File: src/rtl/scr_pkg.sv
// Package holding the register map, field positions and timing counts of the system configuration registers.
package scr_pkg;

  // ----------------------------------------------------------------
  // Register map (byte addresses on the APB).
  // ----------------------------------------------------------------
  localparam int SCR_ADDR_W = 8;
  localparam logic [7:0] SCR_OFF_CONFIG_ZERO = 8'h00;
  localparam logic [7:0] SCR_OFF_IRQ_SRC_LOW = 8'h08;

  // ----------------------------------------------------------------
  // Field positions in system_config_zero.
  // ----------------------------------------------------------------
  localparam int SCR_BIT_PB9_HIGH_DRIVE = 19;
  localparam int SCR_BIT_TIMER16_STEER = 12;
  localparam int SCR_BIT_TIMER15_STEER = 11;
  localparam int SCR_BIT_SERIAL0_RX_STEER = 10;
  localparam int SCR_BIT_SERIAL0_TX_STEER = 9;
  localparam int SCR_BIT_CONVERTER_STEER = 8;
  localparam int SCR_BIT_PIN_PAIR_SWAP = 4;
  localparam int SCR_BIT_BOOT_LSB = 0;
  localparam int SCR_BIT_BOOT_MSB = 1;

  // Writable bits of each register; everything else reads zero, except the boot mode in bits 1:0 of system_config_zero.
  localparam logic [31:0] SCR_CFG0_WMASK = 32'h00081F10;
  localparam logic [31:0] SCR_IRQ_WMASK = 32'h0000FFFF;
  localparam logic [31:0] SCR_RESET_ZERO = 32'h00000000;

  // ----------------------------------------------------------------
  // Interrupt line source codes; the top bit of each field is ignored.
  // ----------------------------------------------------------------
  localparam int SCR_IRQ_LINES = 4;
  localparam int SCR_SRC_W = 4;
  localparam logic [2:0] SCR_SRC_PORT_A = 3'h0;
  localparam logic [2:0] SCR_SRC_PORT_B = 3'h1;
  localparam logic [2:0] SCR_SRC_PORT_F = 3'h5;

  // ----------------------------------------------------------------
  // DMA channels and boot sampling.
  // ----------------------------------------------------------------
  localparam int SCR_DMA_CHANNELS = 5;
  localparam int SCR_DMA_CH0 = 0;
  localparam int SCR_DMA_CH1 = 1;
  localparam int SCR_DMA_CH2 = 2;
  localparam int SCR_DMA_CH3 = 3;
  localparam int SCR_DMA_CH4 = 4;

  // The boot pin is taken on the fourth rising edge after reset release.
  localparam int SCR_BOOT_SAMPLE_EDGE = 4;
  localparam logic [2:0] SCR_BOOT_LAST_CNT = 3'(SCR_BOOT_SAMPLE_EDGE - 1);

  typedef enum logic [1:0] {
    SCR_BOOT_COUNT = 2'b01,
    SCR_BOOT_HELD = 2'b10
  } scr_boot_state_t;

endpackage

File: src/rtl/scr_config_regs.sv
// System configuration registers: DMA request steering, pin options, boot mode and interrupt source select.
//
// Decided for this implementation: the APB interface to the registers.
`timescale 1ns/10ps
// How it works
// - Bit 19 gives pin B9 high drive
// - Bit 12 moves timer16 requests channel 0 to 1
// - Bit 11 moves timer15 requests channel 2 to 3
// - Bit 10 moves serial0 receive channel 2 to 4
// - Bit 9 moves serial0 transmit channel 1 to 3
// - Bit 8 moves converter request channel 0 to 1
// - Bit 4 swaps pins A9/A10 for A11/A12
// - Boot field: boot pin, inverted option bit
// - Boot code x0 flash, 01 system, 11 SRAM
// - Line 3 source: A on X000, B on X001
// - Line 2 source in bits 11:8
// - Line 1 source in bits 7:4, F on X101
// - Line 0 source in bits 3:0, F on X101
// - Boot pin sampled on fourth edge after reset
module scr_config_regs
  import scr_pkg::*;
(
  // Clock and reset.
  input wire logic clk,
  input wire logic srst,
  // APB slave.
  input wire logic psel,
  input wire logic penable,
  input wire logic pwrite,
  input wire logic [SCR_ADDR_W-1:0] paddr,
  input wire logic [31:0] pwdata,
  output logic [31:0] prdata,
  output logic pready,
  output logic pslverr,
  // Boot straps.
  input wire logic boot_select_pin,
  input wire logic boot1_option_inverted,
  // DMA requests from peripherals.
  input wire logic timer16_ch1_req,
  input wire logic timer16_up_req,
  input wire logic timer15_ch1_req,
  input wire logic timer15_up_req,
  input wire logic serial0_rx_req,
  input wire logic serial0_tx_req,
  input wire logic converter_req,
  // DMA requests to the controller, one bit per channel.
  output logic [SCR_DMA_CHANNELS-1:0] dma_chan_req,
  // Pin control.
  output logic port_b_pin9_high_drive_en,
  output logic port_b_pin9_speed_bypass,
  output logic small_package_pin_pair_swap,
  // Interrupt source pins and selected lines.
  input wire logic [SCR_IRQ_LINES-1:0] port_a_pins,
  input wire logic [SCR_IRQ_LINES-1:0] port_b_pins,
  input wire logic [1:0] port_f_pins,
  output logic [SCR_IRQ_LINES-1:0] irq_line
);

  // ----------------------------------------------------------------
  // Address decode.
  // ----------------------------------------------------------------
  function automatic logic hit_cfg0(input logic [SCR_ADDR_W-1:0] a);
    return a == SCR_OFF_CONFIG_ZERO;
  endfunction

  function automatic logic hit_irq(input logic [SCR_ADDR_W-1:0] a);
    return a == SCR_OFF_IRQ_SRC_LOW;
  endfunction

  // ----------------------------------------------------------------
  // Pin synchronisers.
  // ----------------------------------------------------------------
  logic boot_pin_s1_q, boot_pin_s2_q;
  logic [SCR_IRQ_LINES-1:0] pa_s1_q, pa_s2_q, pb_s1_q, pb_s2_q;
  logic [1:0] pf_s1_q, pf_s2_q;

  always_ff @(posedge clk) begin
    if (srst) begin
      boot_pin_s1_q <= 1'b0;
      boot_pin_s2_q <= 1'b0;
      pa_s1_q <= '0;
      pa_s2_q <= '0;
      pb_s1_q <= '0;
      pb_s2_q <= '0;
      pf_s1_q <= '0;
      pf_s2_q <= '0;
    end else begin
      boot_pin_s1_q <= boot_select_pin;
      boot_pin_s2_q <= boot_pin_s1_q;
      pa_s1_q <= port_a_pins;
      pa_s2_q <= pa_s1_q;
      pb_s1_q <= port_b_pins;
      pb_s2_q <= pb_s1_q;
      pf_s1_q <= port_f_pins;
      pf_s2_q <= pf_s1_q;
    end
  end

  // ----------------------------------------------------------------
  // APB access.
  // ----------------------------------------------------------------
  // One wait state per transfer so that read data and error both come from registers.
  logic pready_q, pready_d, pslverr_q, pslverr_d;
  logic [31:0] prdata_q, prdata_d;
  logic [31:0] cfg0_q, cfg0_d, irq_src_q, irq_src_d;
  logic [1:0] boot_mode_q, boot_mode_d;
  logic access, wr_fire;

  assign access = psel && penable && !pready_q;
  assign wr_fire = psel && penable && pready_q && pwrite && !pslverr_q;

  always_comb begin
    pready_d = access;
    pslverr_d = 1'b0;
    prdata_d = prdata_q;
    if (access) begin
      prdata_d = 32'h00000000;
      if (hit_cfg0(paddr)) begin
        prdata_d = (cfg0_q & SCR_CFG0_WMASK) | {30'h00000000, boot_mode_q};
      end else if (hit_irq(paddr)) begin
        prdata_d = irq_src_q & SCR_IRQ_WMASK;
      end else begin
        pslverr_d = 1'b1;
      end
    end
  end

  always_ff @(posedge clk) begin
    if (srst) begin
      pready_q <= 1'b0;
      pslverr_q <= 1'b0;
      prdata_q <= SCR_RESET_ZERO;
    end else begin
      pready_q <= pready_d;
      pslverr_q <= pslverr_d;
      prdata_q <= prdata_d;
    end
  end

  assign pready = pready_q;
  assign pslverr = pslverr_q;
  assign prdata = prdata_q;

  // ----------------------------------------------------------------
  // Registers.
  // ----------------------------------------------------------------
  // Reserved bits are masked off on write; software should keep them zero anyway.
  always_comb begin
    cfg0_d = cfg0_q;
    irq_src_d = irq_src_q;
    if (wr_fire && hit_cfg0(paddr)) begin
      cfg0_d = pwdata & SCR_CFG0_WMASK;
    end
    if (wr_fire && hit_irq(paddr)) begin
      irq_src_d = pwdata & SCR_IRQ_WMASK;
    end
  end

  always_ff @(posedge clk) begin
    if (srst) begin
      cfg0_q <= SCR_RESET_ZERO;
      irq_src_q <= SCR_RESET_ZERO;
    end else begin
      cfg0_q <= cfg0_d;
      irq_src_q <= irq_src_d;
    end
  end

  assign port_b_pin9_high_drive_en = cfg0_q[SCR_BIT_PB9_HIGH_DRIVE];
  assign port_b_pin9_speed_bypass = cfg0_q[SCR_BIT_PB9_HIGH_DRIVE];
  assign small_package_pin_pair_swap = cfg0_q[SCR_BIT_PIN_PAIR_SWAP];

  // ----------------------------------------------------------------
  // Boot mode capture.
  // ----------------------------------------------------------------
  // Bit 0 follows the boot pin, bit 1 is the inverted option bit, so
  // x0 reads as flash, 01 as system memory and 11 as SRAM.
  scr_boot_state_t boot_state_q, boot_state_d;
  logic [2:0] boot_cnt_q, boot_cnt_d;

  always_comb begin
    boot_state_d = boot_state_q;
    boot_cnt_d = boot_cnt_q;
    boot_mode_d = boot_mode_q;
    case (boot_state_q)
      SCR_BOOT_COUNT: begin
        if (boot_cnt_q == SCR_BOOT_LAST_CNT) begin
          boot_mode_d[SCR_BIT_BOOT_LSB] = boot_pin_s2_q;
          boot_mode_d[SCR_BIT_BOOT_MSB] = ~boot1_option_inverted;
          boot_state_d = SCR_BOOT_HELD;
        end else begin
          boot_cnt_d = 3'(boot_cnt_q + 3'h1);
        end
      end
      SCR_BOOT_HELD: begin
        boot_state_d = SCR_BOOT_HELD;
      end
      default: begin
        boot_state_d = SCR_BOOT_COUNT;
      end
    endcase
  end

  always_ff @(posedge clk) begin
    if (srst) begin
      boot_state_q <= SCR_BOOT_COUNT;
      boot_cnt_q <= 3'h0;
      boot_mode_q <= 2'h0;
    end else begin
      boot_state_q <= boot_state_d;
      boot_cnt_q <= boot_cnt_d;
      boot_mode_q <= boot_mode_d;
    end
  end

  // ----------------------------------------------------------------
  // DMA request steering.
  // ----------------------------------------------------------------
  logic [SCR_DMA_CHANNELS-1:0] dma_q, dma_d;
  logic t16_req, t15_req;

  assign t16_req = timer16_ch1_req || timer16_up_req;
  assign t15_req = timer15_ch1_req || timer15_up_req;

  always_comb begin
    dma_d = '0;
    dma_d[cfg0_q[SCR_BIT_TIMER16_STEER] ? SCR_DMA_CH1 : SCR_DMA_CH0] |= t16_req;
    dma_d[cfg0_q[SCR_BIT_TIMER15_STEER] ? SCR_DMA_CH3 : SCR_DMA_CH2] |= t15_req;
    dma_d[cfg0_q[SCR_BIT_SERIAL0_RX_STEER] ? SCR_DMA_CH4 : SCR_DMA_CH2] |= serial0_rx_req;
    dma_d[cfg0_q[SCR_BIT_SERIAL0_TX_STEER] ? SCR_DMA_CH3 : SCR_DMA_CH1] |= serial0_tx_req;
    dma_d[cfg0_q[SCR_BIT_CONVERTER_STEER] ? SCR_DMA_CH1 : SCR_DMA_CH0] |= converter_req;
  end

  always_ff @(posedge clk) begin
    if (srst) begin
      dma_q <= '0;
    end else begin
      dma_q <= dma_d;
    end
  end

  assign dma_chan_req = dma_q;

  // ----------------------------------------------------------------
  // Interrupt line source select.
  // ----------------------------------------------------------------
  genvar gi;
  generate
    for (gi = 0; gi < SCR_IRQ_LINES; gi++) begin : g_line
      scr_irq_line_mux #(
        .HAS_PORT_F(gi < 2)
      ) u_mux (
        .clk(clk),
        .srst(srst),
        .src_code(irq_src_q[gi*SCR_SRC_W +: SCR_SRC_W]),
        .pin_port_a(pa_s2_q[gi]),
        .pin_port_b(pb_s2_q[gi]),
        .pin_port_f(gi < 2 ? pf_s2_q[gi % 2] : 1'b0),
        .line_q(irq_line[gi])
      );
    end
  endgenerate
endmodule

File: src/rtl/scr_irq_line_mux.sv
// Selects the port pin that drives one external interrupt line.
`timescale 1ns/10ps
module scr_irq_line_mux
  import scr_pkg::*;
#(
  parameter bit HAS_PORT_F = 1'b0
) (
  // Clock and reset.
  input wire logic clk,
  input wire logic srst,
  // Source code and candidate pins, already synchronised.
  input wire logic [SCR_SRC_W-1:0] src_code,
  input wire logic pin_port_a,
  input wire logic pin_port_b,
  input wire logic pin_port_f,
  // Selected line.
  output logic line_q
);

  logic line_d;

  // ----------------------------------------------------------------
  // Decode.
  // ----------------------------------------------------------------
  // Only the low three bits decode; reserved codes hold the line low
  // so that no stray pin can raise an interrupt.
  always_comb begin
    line_d = 1'b0;
    if (src_code[2:0] == SCR_SRC_PORT_A) begin
      line_d = pin_port_a;
    end else if (src_code[2:0] == SCR_SRC_PORT_B) begin
      line_d = pin_port_b;
    end else if (HAS_PORT_F && src_code[2:0] == SCR_SRC_PORT_F) begin
      line_d = pin_port_f;
    end
  end

  always_ff @(posedge clk) begin
    if (srst) begin
      line_q <= 1'b0;
    end else begin
      line_q <= line_d;
    end
  end
endmodule

File: config.mk
export PLATFORM = sky130hd
export DESIGN_NAME = scr_config_regs
export DESIGN_NICKNAME = d
export VERILOG_FILES = /design/src/rtl/scr_pkg.sv /design/src/rtl/scr_config_regs.sv /design/src/rtl/scr_irq_line_mux.sv
export SDC_FILE = /design/constraint.sdc
export NUM_CORES = 1
export LEC_CHECK = 0
export BUFFER_PORTS_ARGS = -buffer_cell sky130_fd_sc_hd__clkbuf_2
export CAP_MARGIN = 20
export CORE_MARGIN = 10
export CORE_UTILIZATION = 52
export CTS_BUF_LIST = sky130_fd_sc_hd__clkbuf_8
export DETAILED_ROUTE_END_ITERATION = 12
export GPL_ROUTABILITY_DRIVEN = 0
export HOLD_SLACK_MARGIN = 0.05
export PLACE_DENSITY = 0.93
export SLEW_MARGIN = 40
export SYNTH_ARGS = -nofsm -noshare
export SYNTH_HDL_FRONTEND = slang
export SYNTH_HIERARCHICAL = 1
export SYNTH_SLANG_ARGS = --single-unit
export TNS_END_PERCENT = 100
File: constraint.sdc
create_clock -name clk -period 1.8 [get_ports clk]
set_input_delay 0.09 -clock clk [delete_from_list [all_inputs] [get_ports clk]]
set_output_delay 0.09 -clock clk [all_outputs]
set_load 0.005 [all_outputs]
==> results of run 1 <==
[cell usage in the layout, fill, tap and decap left out]
cell type | synthesis | layout
buf_4 | 18 | 6
a2111oi_0 | 8 | 8
bufinv_16 | 0 | 2
nor4_2 | 2 | 2
o21ai_0 | 2 | 2
a21oi_1 | 18 | 18
conb_1 | 1 | 15
a21boi_0 | 3 | 3
and3b_1 | 1 | 1
nand3_1 | 1 | 1
clkbuf_2 | 0 | 79
nand2_1 | 18 | 18
nor4_4 | 1 | 1
nand2b_1 | 43 | 43
nand4b_1 | 1 | 1
nand4_1 | 9 | 9
clkinv_2 | 0 | 1
clkinvlp_4 | 0 | 2
nor2b_1 | 24 | 24
inv_1 | 5 | 6
clkbuf_8 | 0 | 10
xnor2_1 | 1 | 1
a22oi_1 | 1 | 1
dlygate4sd3_1 | 0 | 35
nor4bb_1 | 1 | 1
a211oi_1 | 2 | 2
a2111oi_2 | 2 | 2
nor2_1 | 12 | 12
nor4b_2 | 1 | 1
nor3_2 | 1 | 1
a311oi_1 | 1 | 1
ha_1 | 3 | 3
mux2i_1 | 35 | 35
and4b_1 | 3 | 3
o21bai_1 | 2 | 2
buf_12 | 0 | 1
nand3b_1 | 1 | 1
dfxtp_1 | 80 | 80
[layout make-up]
type	instances	area share
clock buffer	10	0.0328
clock inverter	6	0.0200
inverter	5	0.00447
multi-input combinational	212	0.346
sequential	80	0.382
tap	75	0.0224
timing repair buffer	121	0.193
[layer usage]
metal  GRT usage  vias to the layer above
li1            -                     1272
met4      0.0463                        0
met1       0.165                     1167
met2       0.255                       93
met5           0                        -
met3      0.0573                        6
[critical path, stage by stage (launching register included)]
cell      delay [ns]
dfxtp_1         0.38
nor4bb_1        0.38
nand4b_1        0.43
mux2i_1         0.29
[sequential cells by signal, indices dropped and copies added, names as in the netlist]
signal,count
pready,1
boot_mode_q,2
pf_s2_q,2
boot_state_q,2
pa_s2_q,4
boot_pin_s1_q,1
dma_chan_req,5
pb_s1_q,4
cfg0_q,7
boot_pin_s2_q,1
pb_s2_q,4
pslverr,1
g_line.u_mux/line_q,4
pf_s1_q,2
boot_cnt_q,3
pa_s1_q,4
prdata,17
irq_src_q,16
[through the flow]
step                instance area, µm²  hold WS [ns]  instances  setup WS [ns]
global placement                  3630         0.300        458          0.355
floorplan                         3280         0.159        331          0.469
detailed placement                3630         0.302        458          0.230
finish                            4200        0.0885        509          0.235
global route                      4200        0.0723        509         0.0895
CTS                               4200        0.0559        509          0.219
[worst paths after layout]
path                        start               to  slack [ns]  cells after the start
setup / recovery           pready       cfg0_q[11]        0.24                      3
hold / removal    timer16_ch1_req  dma_chan_req[1]        0.09                      3
setup reg to reg           pready       cfg0_q[11]        0.24                      3
hold reg to reg        pb_s1_q[0]       pb_s2_q[0]        0.44                      1
[logic make-up after synthesis]
family                   count (synthesis)  share of synthesized area
AO/OA/AOI/OAI                           39                     0.0834
XOR/XNOR                                 1                    0.00272
adder cells (fa/ha/maj)                  3                     0.0116
buffers and inverters                   39                     0.0695
flip-flops                              80                      0.497
multiplexers                            35                      0.109
other                                    1                    0.00116
AND/OR/NAND/NOR                        119                      0.226
[report_power, final]
| group | switching [W] | internal (W) | total, W |
|---|---|---|---|
| clock | 0.000614 | 0.000811 | 0.00143 |
| sequential | 0.0000412 | 0.00187 | 0.00191 |
| combinational | 0.000266 | 0.000257 | 0.000523 |
[what timing repair did]
item	in CTS	in global routing
buffers inserted	0	0
endpoints found under the hold margin	39	0
hold buffers	35	0
resized for setup	0	0
==> impl_metrics.csv, run 1 <==
group,metric,value,unit
outcome,status,"finished, final reports clean",
routing,drtIter0Drc,120,
worst_setup_path,crit_required,2.06,ns
final_layout,seqCellArea,1600,µm²
sta,timing.slew.headroom,0.512,
logic_synthesis,synth.most_common_cell,"dfxtp_1",
final_layout,nNetsFinal,496,
worst_setup_path,path_max_fanout,5,
final_layout,fillerInstances,469,
routing,ant_nets,0,
job,cap_violations,0,
grt,grt_pass1_vias,2505,
logic_synthesis,netlist_instances,317,
floorplan,floorplan.die.height,98.7,µm
logic_synthesis,yosysTopAreaCell,"dfxtp_1",
power_and_ir_drop,leakage,1.76,nW
sta,finalHoldViolations,0,
worst_setup_path,worst-endpoint-arrival,1.82,ns
routing,route.detailed.drc,0,
routing,dr.max_layer_used,"met4",
final_layout,post-route-util,0.705,
logic_synthesis,synth-edff-count,0,
floorplan,core_area,5960,µm²
floorplan,start_util,0.541,
routing,met3WireLength,560,µm
clock_tree,clock-sinks,80,
place,dpl.hpwl,5010,µm
sta,rsz0062_at_grt,"false",
routing,vias,2538,
place,io_buffers,79,
grt,antenna_found_initial,0,
power_and_ir_drop,power_density,919,nW/µm²
floorplan,num_rows,28,
logic_synthesis,synth_top_area_frac,0.497,
worst_hold_path,holdCritPathClass,"input pin to flop",
final_layout,multiInputGateArea,1450,µm²
sta,tightest_slew,0.731,ns
floorplan,ios,110,
sta,fmax,639,MHz
grt,grt_max_degree,97,
logic_synthesis,async_reset_ff_frac,0,
sta,finalCritPeriodShare,0.869,
worst_setup_path,start_kind,"flop",
logic_synthesis,synth.cells.most_frequent,"80 x dfxtp_1, 43 x nand2b_1, 35 x mux2i_1",
routing,met1_length,3160,µm
logic_synthesis,ys_seq_elements,80,
worst_setup_path,crit_type,"flop to flop",
final_layout,antenna-diode-count,0,
clock_tree,cts-buffers-inserted,9,
routing,met2WireLength,3620,µm
sta,maxSlewViolCount,0,
clock_tree,ctsLongestPathBuffers,2,
logic_synthesis,avgSynthCellArea,10.2,µm²
grt,grt_overflow,0,
grt,grtUsageTotal,0.149,
logic_synthesis,synth_cell_types,34,
clock_tree,cts_tree,"yes",
sta,fin_worst_skew,0.00958,ns
final_layout,area_delta_synth_final,30.2,%
routing,first_pass_iters,4,
final_layout,drive_gt1_frac,0.249,
clock_tree,clkSlewWorstSetupHoldPaths,0.07,ns
logic_synthesis,seq_area_frac_synth,0.497,
sta,period_needed,1.56,ns
clock_tree,root_buffer,"clkbuf_8",
routing,viasPerCell,4.99,
routing,routed_wl,7420,µm
clock_tree,clk_latency,0.35,ns
floorplan,die-area,9750,µm²
sta,setup_viol,0,
worst_setup_path,endpoint_kind,"flop",
logic_synthesis,yosysWarnings,6,
logic_synthesis,synth_area,3220,µm²
floorplan,die_x,98.7,µm
logic_synthesis,synth.area.top_cells,"dfxtp_1 50%, mux2i_1 11%, nand2b_1 8.3%, nor2b_1 4.7%, buf_4 4.2%",
clock_tree,cts-htree-levels,3,
sta,fin_tns_setup,0,ns
power_and_ir_drop,ir_drop,0.640,mV
power_and_ir_drop,report.power.total,0.00386,W
grt,grt_pass1_wl,12000,µm
logic_synthesis,synth_ff_type,"dfxtp_1",
routing,wl_per_cell,14.6,µm
(Power assumes the default switching activity.)
==> run 2: changes to the inputs <==
--- a/config.mk
+++ b/config.mk
@@ -7,6 +7,7 @@
 export LEC_CHECK = 0
 export BUFFER_PORTS_ARGS = -buffer_cell sky130_fd_sc_hd__clkbuf_2
 export CAP_MARGIN = 20
+export CORE_ASPECT_RATIO = 1.25
 export CORE_MARGIN = 10
 export CORE_UTILIZATION = 52
 export CTS_BUF_LIST = sky130_fd_sc_hd__clkbuf_8
==> constraint.sdc (replaced) <==
create_clock -name clk -period 1.8 [get_ports clk]
set_input_delay 0.09 -clock clk [delete_from_list [all_inputs] [get_ports clk]]
set_output_delay 0.09 -clock clk [all_outputs]
set_load 0.05 [all_outputs]
==> run 2 against run 1 <==
  * Clock power rose by 16%
  * Global-route usage rose by 0.54 points
  * Combinational power up 23%
  * Cell count is 1.8% higher
  * Clock skew is essentially flat
  * Cell area is 1.2% higher
  * Sequential power hardly changed
  * Maximum frequency up 2.1%
  * Sequential share of layout area shrank 0.45 points
  * Wire length fell by 0.57%
  * Non-clock buffer count stayed put
==> impl_metrics.csv, run 2 (same netlist as run 1, synthesis figures left out) <==
group,metric,value,unit
outcome,status,"finished, final reports clean",
grt,grt_overflow,0,
routing,viasPerCell,4.92,
grt,grt_max_degree,97,
worst_setup_path,cpMaxStageDelayCell,"and3b_1",
worst_hold_path,holdCritPathClass,"input pin to flop",
routing,routed_wl,7370,µm
sta,maxSlewViolCount,0,
final_layout,nNetsFinal,496,
final_layout,antenna-diode-count,0,
worst_setup_path,max_stage_delay,0.58,ns
grt,grt_pass1_wl,12200,µm
place,pre_cts_slack,0.290,ns
sta,fmax,652,MHz
place,dpl.hpwl,5020,µm
floorplan,num_rows,32,
floorplan,floorplan.die.height,108,µm
clock_tree,cts-htree-levels,3,
power_and_ir_drop,power_density,993,nW/µm²
final_layout,largest_register_ffs,17,
final_layout,final_cell_mix,"80 x dfxtp_1, 79 x clkbuf_2, 43 x nand2b_1",
final_layout,mostFrequentLayoutCell,"dfxtp_1",
sta,tightest_slew,0.693,ns
sta,period_needed,1.53,ns
grt,grtUsageTotal,0.154,
sta,fin_tns_setup,0,ns
floorplan,ios,110,
sta,setup_slack,0.267,ns
sta,fin_worst_skew,0.0101,ns
worst_setup_path,endpoint_kind,"flop",
sta,timing.slew.headroom,0.537,
worst_setup_path,worst-endpoint-arrival,1.75,ns
clock_tree,ctsLongestPathBuffers,2,
worst_setup_path,crit_required,2.02,ns
power_and_ir_drop,ir_drop,0.601,mV
routing,drtIter0Drc,155,
sta,finalCritPeriodShare,0.852,
routing,vias,2550,
final_layout,drive_gt1_frac,0.247,
floorplan,core_area,6090,µm²
job,cap_violations,0,
routing,route.detailed.drc,0,
routing,ant_nets,0,
clock_tree,cts-buffers-inserted,9,
floorplan,die-area,9770,µm²
clock_tree,root_buffer,"clkbuf_8",
power_and_ir_drop,leakage,1.78,nW
floorplan,start_util,0.530,
routing,first_pass_iters,4,
clock_tree,clkSlewWorstSetupHoldPaths,0.08,ns
floorplan,die_x,90.4,µm
worst_setup_path,path_max_fanout,17,
routing,wl_per_cell,14.2,µm
worst_setup_path,path_buf_inv,0,
worst_setup_path,crit_type,"flop to flop",
final_layout,area_delta_synth_final,31.7,%
place,io_buffers,79,
grt,antenna_found_initial,0,
sta,rsz0062_at_grt,"false",
power_and_ir_drop,report.power.total,0.00422,W
clock_tree,cts_tree,"yes",
clock_tree,clock-sinks,80,
sta,setup_viol,0,
worst_setup_path,cp_top_family,"simple AND/OR/NAND/NOR gates",
sta,finalHoldViolations,0,
final_layout,fillerInstances,467,
worst_setup_path,start_kind,"flop",
clock_tree,clk_latency,0.36,ns
grt,grt_pass1_vias,2600,
worst_setup_path,path_cells,"and3b_1 -> nor2_1 -> a2111oi_0",
## run 2: cell count changes in the layout (fill, tap and decap cells not counted), sizes merged
cell and delta:
clkinvlp -1, inv -1, buf -1, clkbuf -1, dlygate4sd3 +1, bufinv +2
## run 2: layout make-up
| cell class | instances | area (µm²) | area share |
|---|---|---|---|
| Clock inverter | 6 | 133 | 0.0312 |
| Inverter | 5 | 18.8 | 0.00442 |
| Tap cell | 85 | 106 | 0.0250 |
| Timing Repair Buffer | 121 | 813 | 0.191 |
| Sequential cell | 80 | 1600 | 0.377 |
| Multi-Input combinational cell | 212 | 1450 | 0.342 |
| Clock buffer | 9 | 124 | 0.0292 |
## run 2: metal layers
metal,vias up,track usage,wire length [µm]
met5,-,0,0
met4,0,0.0957,209
met3,16,0.0479,519
met2,82,0.267,3720
met1,1175,0.162,2930
li1,1277,-,-
## run 2: path summary, 6_finish.rpt
check / start / to / slack, ns / depth (start not counted)
hold / removal: timer16_ch1_req / dma_chan_req[1] / 0.05 / 3
hold reg to reg: pb_s1_q[1] / pb_s2_q[1] / 0.44 / 1
setup / recovery: pready / prdata[0] / 0.27 / 3
setup reg to reg: pready / prdata[0] / 0.27 / 3
## run 2: stage by stage
step | cells | hold WS [ns] | instance area, µm² | utilization
global route | 518 | 0.0916 | 4250 | 0.698
CTS | 518 | 0.0522 | 4250 | 0.698
detailed placement | 467 | 0.307 | 3630 | 0.597
global placement | 467 | 0.298 | 3630 | 0.597
floorplan | 331 | 0.159 | 3280 | -
finish | 518 | 0.0471 | 4250 | 0.698
## run 2: power breakdown
group / leakage (nW) / switching (W) / internal, W / total, W
logic: 0.997 / 0.000387 / 0.000258 / 0.000645
clock network: 0.125 / 0.000614 / 0.00105 / 0.00166
registers: 0.653 / 0.0000402 / 0.00187 / 0.00191
## run 2: worst min-delay path: cells and delay by family
family,cells,cell delay [ns]
buf+inv,1,0.09
compound gates,2,0.19
## run 2: repair_timing
| action | CTS | global route |
|---|---|---|
| endpoints found under the hold margin | 39 | 0 |
| gates resized for setup | 0 | 0 |
| setup endpoints to repair | 0 | 0 |
| setup buffers | 0 | 0 |
| hold buffers | 36 | 0 |
==> run 3: changes to the inputs <==
--- a/config.mk
+++ b/config.mk
@@ -8,9 +8,10 @@
 export BUFFER_PORTS_ARGS = -buffer_cell sky130_fd_sc_hd__clkbuf_2
 export CAP_MARGIN = 20
 export CORE_ASPECT_RATIO = 1.25
-export CORE_MARGIN = 10
+export CORE_MARGIN = 1.5
 export CORE_UTILIZATION = 52
 export CTS_BUF_LIST = sky130_fd_sc_hd__clkbuf_8
+export CTS_CLUSTER_DIAMETER = 100
 export DETAILED_ROUTE_END_ITERATION = 12
 export GPL_ROUTABILITY_DRIVEN = 0
 export HOLD_SLACK_MARGIN = 0.05
==> run 3 against run 2 <==
  * Total power fell by 5.4%
  * Wire length fell by 8.8%
  * Worst setup slack got worse by 0.023 ns
  * First-iteration DRC count rose by 51%
  * Clock power fell by 14%
  * Sequential share of layout area rose by 0.47 points
  * Sequential power barely moved
  * Maximum frequency fell by 1.5%
  * Flip-flop and latch count did not move
  * Utilization rose by 1.4 points
  * Non-clock buffer count fell by 1
  * Largest power group unchanged
  * Highest routed layer unchanged
==> impl_metrics.csv, run 3 (same netlist as run 1, synthesis figures left out) <==
group,metric,value,unit
outcome,status,"finished, final reports clean",
clock_tree,ctsLongestPathBuffers,2,
final_layout,drive_gt1_frac,0.249,
worst_setup_path,crit_required,2.07,ns
grt,grt_pass1_vias,2457,
floorplan,floorplan.die.height,91.0,µm
power_and_ir_drop,power_density,951,nW/µm²
routing,drtIter0Drc,234,
floorplan,start_util,0.547,
floorplan,die-area,6690,µm²
worst_setup_path,path_max_fanout,5,
final_layout,seqCellArea,1600,µm²
sta,fin_tns_setup,0,ns
worst_setup_path,worst-endpoint-arrival,1.83,ns
place,io_buffers,79,
grt,grt_max_degree,97,
sta,setup_slack,0.244,ns
routing,wl_per_cell,13.1,µm
routing,route.detailed.drc,0,
worst_setup_path,max_stage_delay,0.43,ns
clock_tree,clk_latency,0.35,ns
floorplan,ios,110,
place,pre_cts_slack,0.295,ns
clock_tree,clkSlewWorstSetupHoldPaths,0.08,ns
routing,first_pass_iters,4,
clock_tree,cts-htree-levels,3,
worst_setup_path,cpMaxStageDelayCell,"nand4b_1",
sta,rsz0062_at_grt,"false",
clock_tree,cts-buffers-inserted,9,
worst_setup_path,path_cells,"nor4bb_1 -> nand4b_1 -> mux2i_1",
final_layout,final_cell_mix,"80 x dfxtp_1, 79 x clkbuf_2, 43 x nand2b_1",
place,placed_cell_area,3630,µm²
grt,grtUsageTotal,0.212,
clock_tree,root_buffer,"clkbuf_8",
final_layout,nNetsFinal,495,
place,dpl.hpwl,4220,µm
floorplan,die_x,73.4,µm
sta,finalHoldViolations,0,
routing,vias,2547,
sta,timing.slew.headroom,0.497,
job,cap_violations,0,
sta,finalCritPeriodShare,0.864,
final_layout,mostFrequentLayoutCell,"dfxtp_1",
worst_setup_path,start_kind,"flop",
final_layout,antenna-diode-count,0,
sta,tightest_slew,0.753,ns
worst_setup_path,crit_type,"flop to flop",
final_layout,largest_register_ffs,17,
grt,grt_overflow,0,
final_layout,fin_area,4200,µm²
sta,fmax,643,MHz
clock_tree,clock-sinks,80,
routing,viasPerCell,4.95,
routing,ant_nets,0,
routing,routed_wl,6730,µm
power_and_ir_drop,leakage,1.75,nW
final_layout,fillerInstances,441,
grt,grt_pass1_wl,10900,µm
floorplan,num_rows,31,
sta,maxSlewViolCount,0,
sta,setup_viol,0,
sta,period_needed,1.56,ns
worst_setup_path,endpoint_kind,"flop",
final_layout,multiInputGateArea,1450,µm²
grt,antenna_found_initial,0,
final_layout,area_delta_synth_final,30.1,%
clock_tree,cts_tree,"yes",
sta,whs,0.0706,ns
sta,fin_worst_skew,0.0110,ns
floorplan,core_area,5900,µm²
power_and_ir_drop,ir_drop,0.568,mV
worst_hold_path,holdCritPathClass,"input pin to flop",
run 3: cell types whose count changed in the layout (fill, tap and decap cells not counted), sizes merged:
cell,change
clkinvlp,+1
clkinv,+1
inv,+1
dlygate4sd3,-1
bufinv,-2
run 3: per-stage QoR:
step	power, W	util	std cells
2_1_floorplan	0.00240	-	331
3_3_place_gp	0.00250	0.615	464
3_5_place_dp	0.00254	0.615	464
4_1_cts	0.00401	0.712	515
5_1_grt	0.00417	0.712	515
6_report	0.00399	0.712	515
run 3: power breakdown:
group          leakage (nW)  internal [W]  switching (W)
clock network         0.106      0.000780       0.000645
logic                 0.990      0.000258       0.000394
registers             0.653       0.00187      0.0000435
run 3: worst max-delay path: cells and delay by family, from the launching register on:
kind | cells | cell delay, ns
multiplexers | 1 | 0.27
AND/OR/NAND/NOR | 2 | 0.83
flip-flops | 1 | 0.38
run 3: final timing paths:
check | from | endpoint | slack [ns] | cells after the start
worst max-delay path | pready | cfg0_q[11] | 0.24 | 3
worst min-delay path | timer15_up_req | dma_chan_req[3] | 0.07 | 3
worst max register to register | pready | cfg0_q[11] | 0.24 | 3
worst min register to register | pa_s1_q[1] | pa_s2_q[1] | 0.44 | 1
run 3: final cells by class:
cell class | instances | share of cell area
flip-flops and latches | 80 | 0.382
multi-input cells | 212 | 0.346
repair buffers | 120 | 0.191
clock buffers | 9 | 0.0295
well taps | 82 | 0.0245
clock inverters | 7 | 0.0224
inverters | 5 | 0.00447
run 3: timing repair:
| action | 4_1_cts | 5_1_grt |
|---|---|---|
| setup buffers | 0 | 0 |
| hold buffers | 35 | 0 |
| setup endpoints to repair | 0 | 0 |
| gates resized for setup | 0 | 0 |
| hold endpoints to repair | 39 | 0 |
run 3: layer usage:
metal | track usage | part of all wire | vias up
met5 | 0 | 0 | -
met1 | 0.247 | 0.40 | 1175
li1 | - | - | 1275
met2 | 0.358 | 0.53 | 88
met3 | 0.0499 | 0.050 | 9
met4 | 0.105 | 0.020 | 0
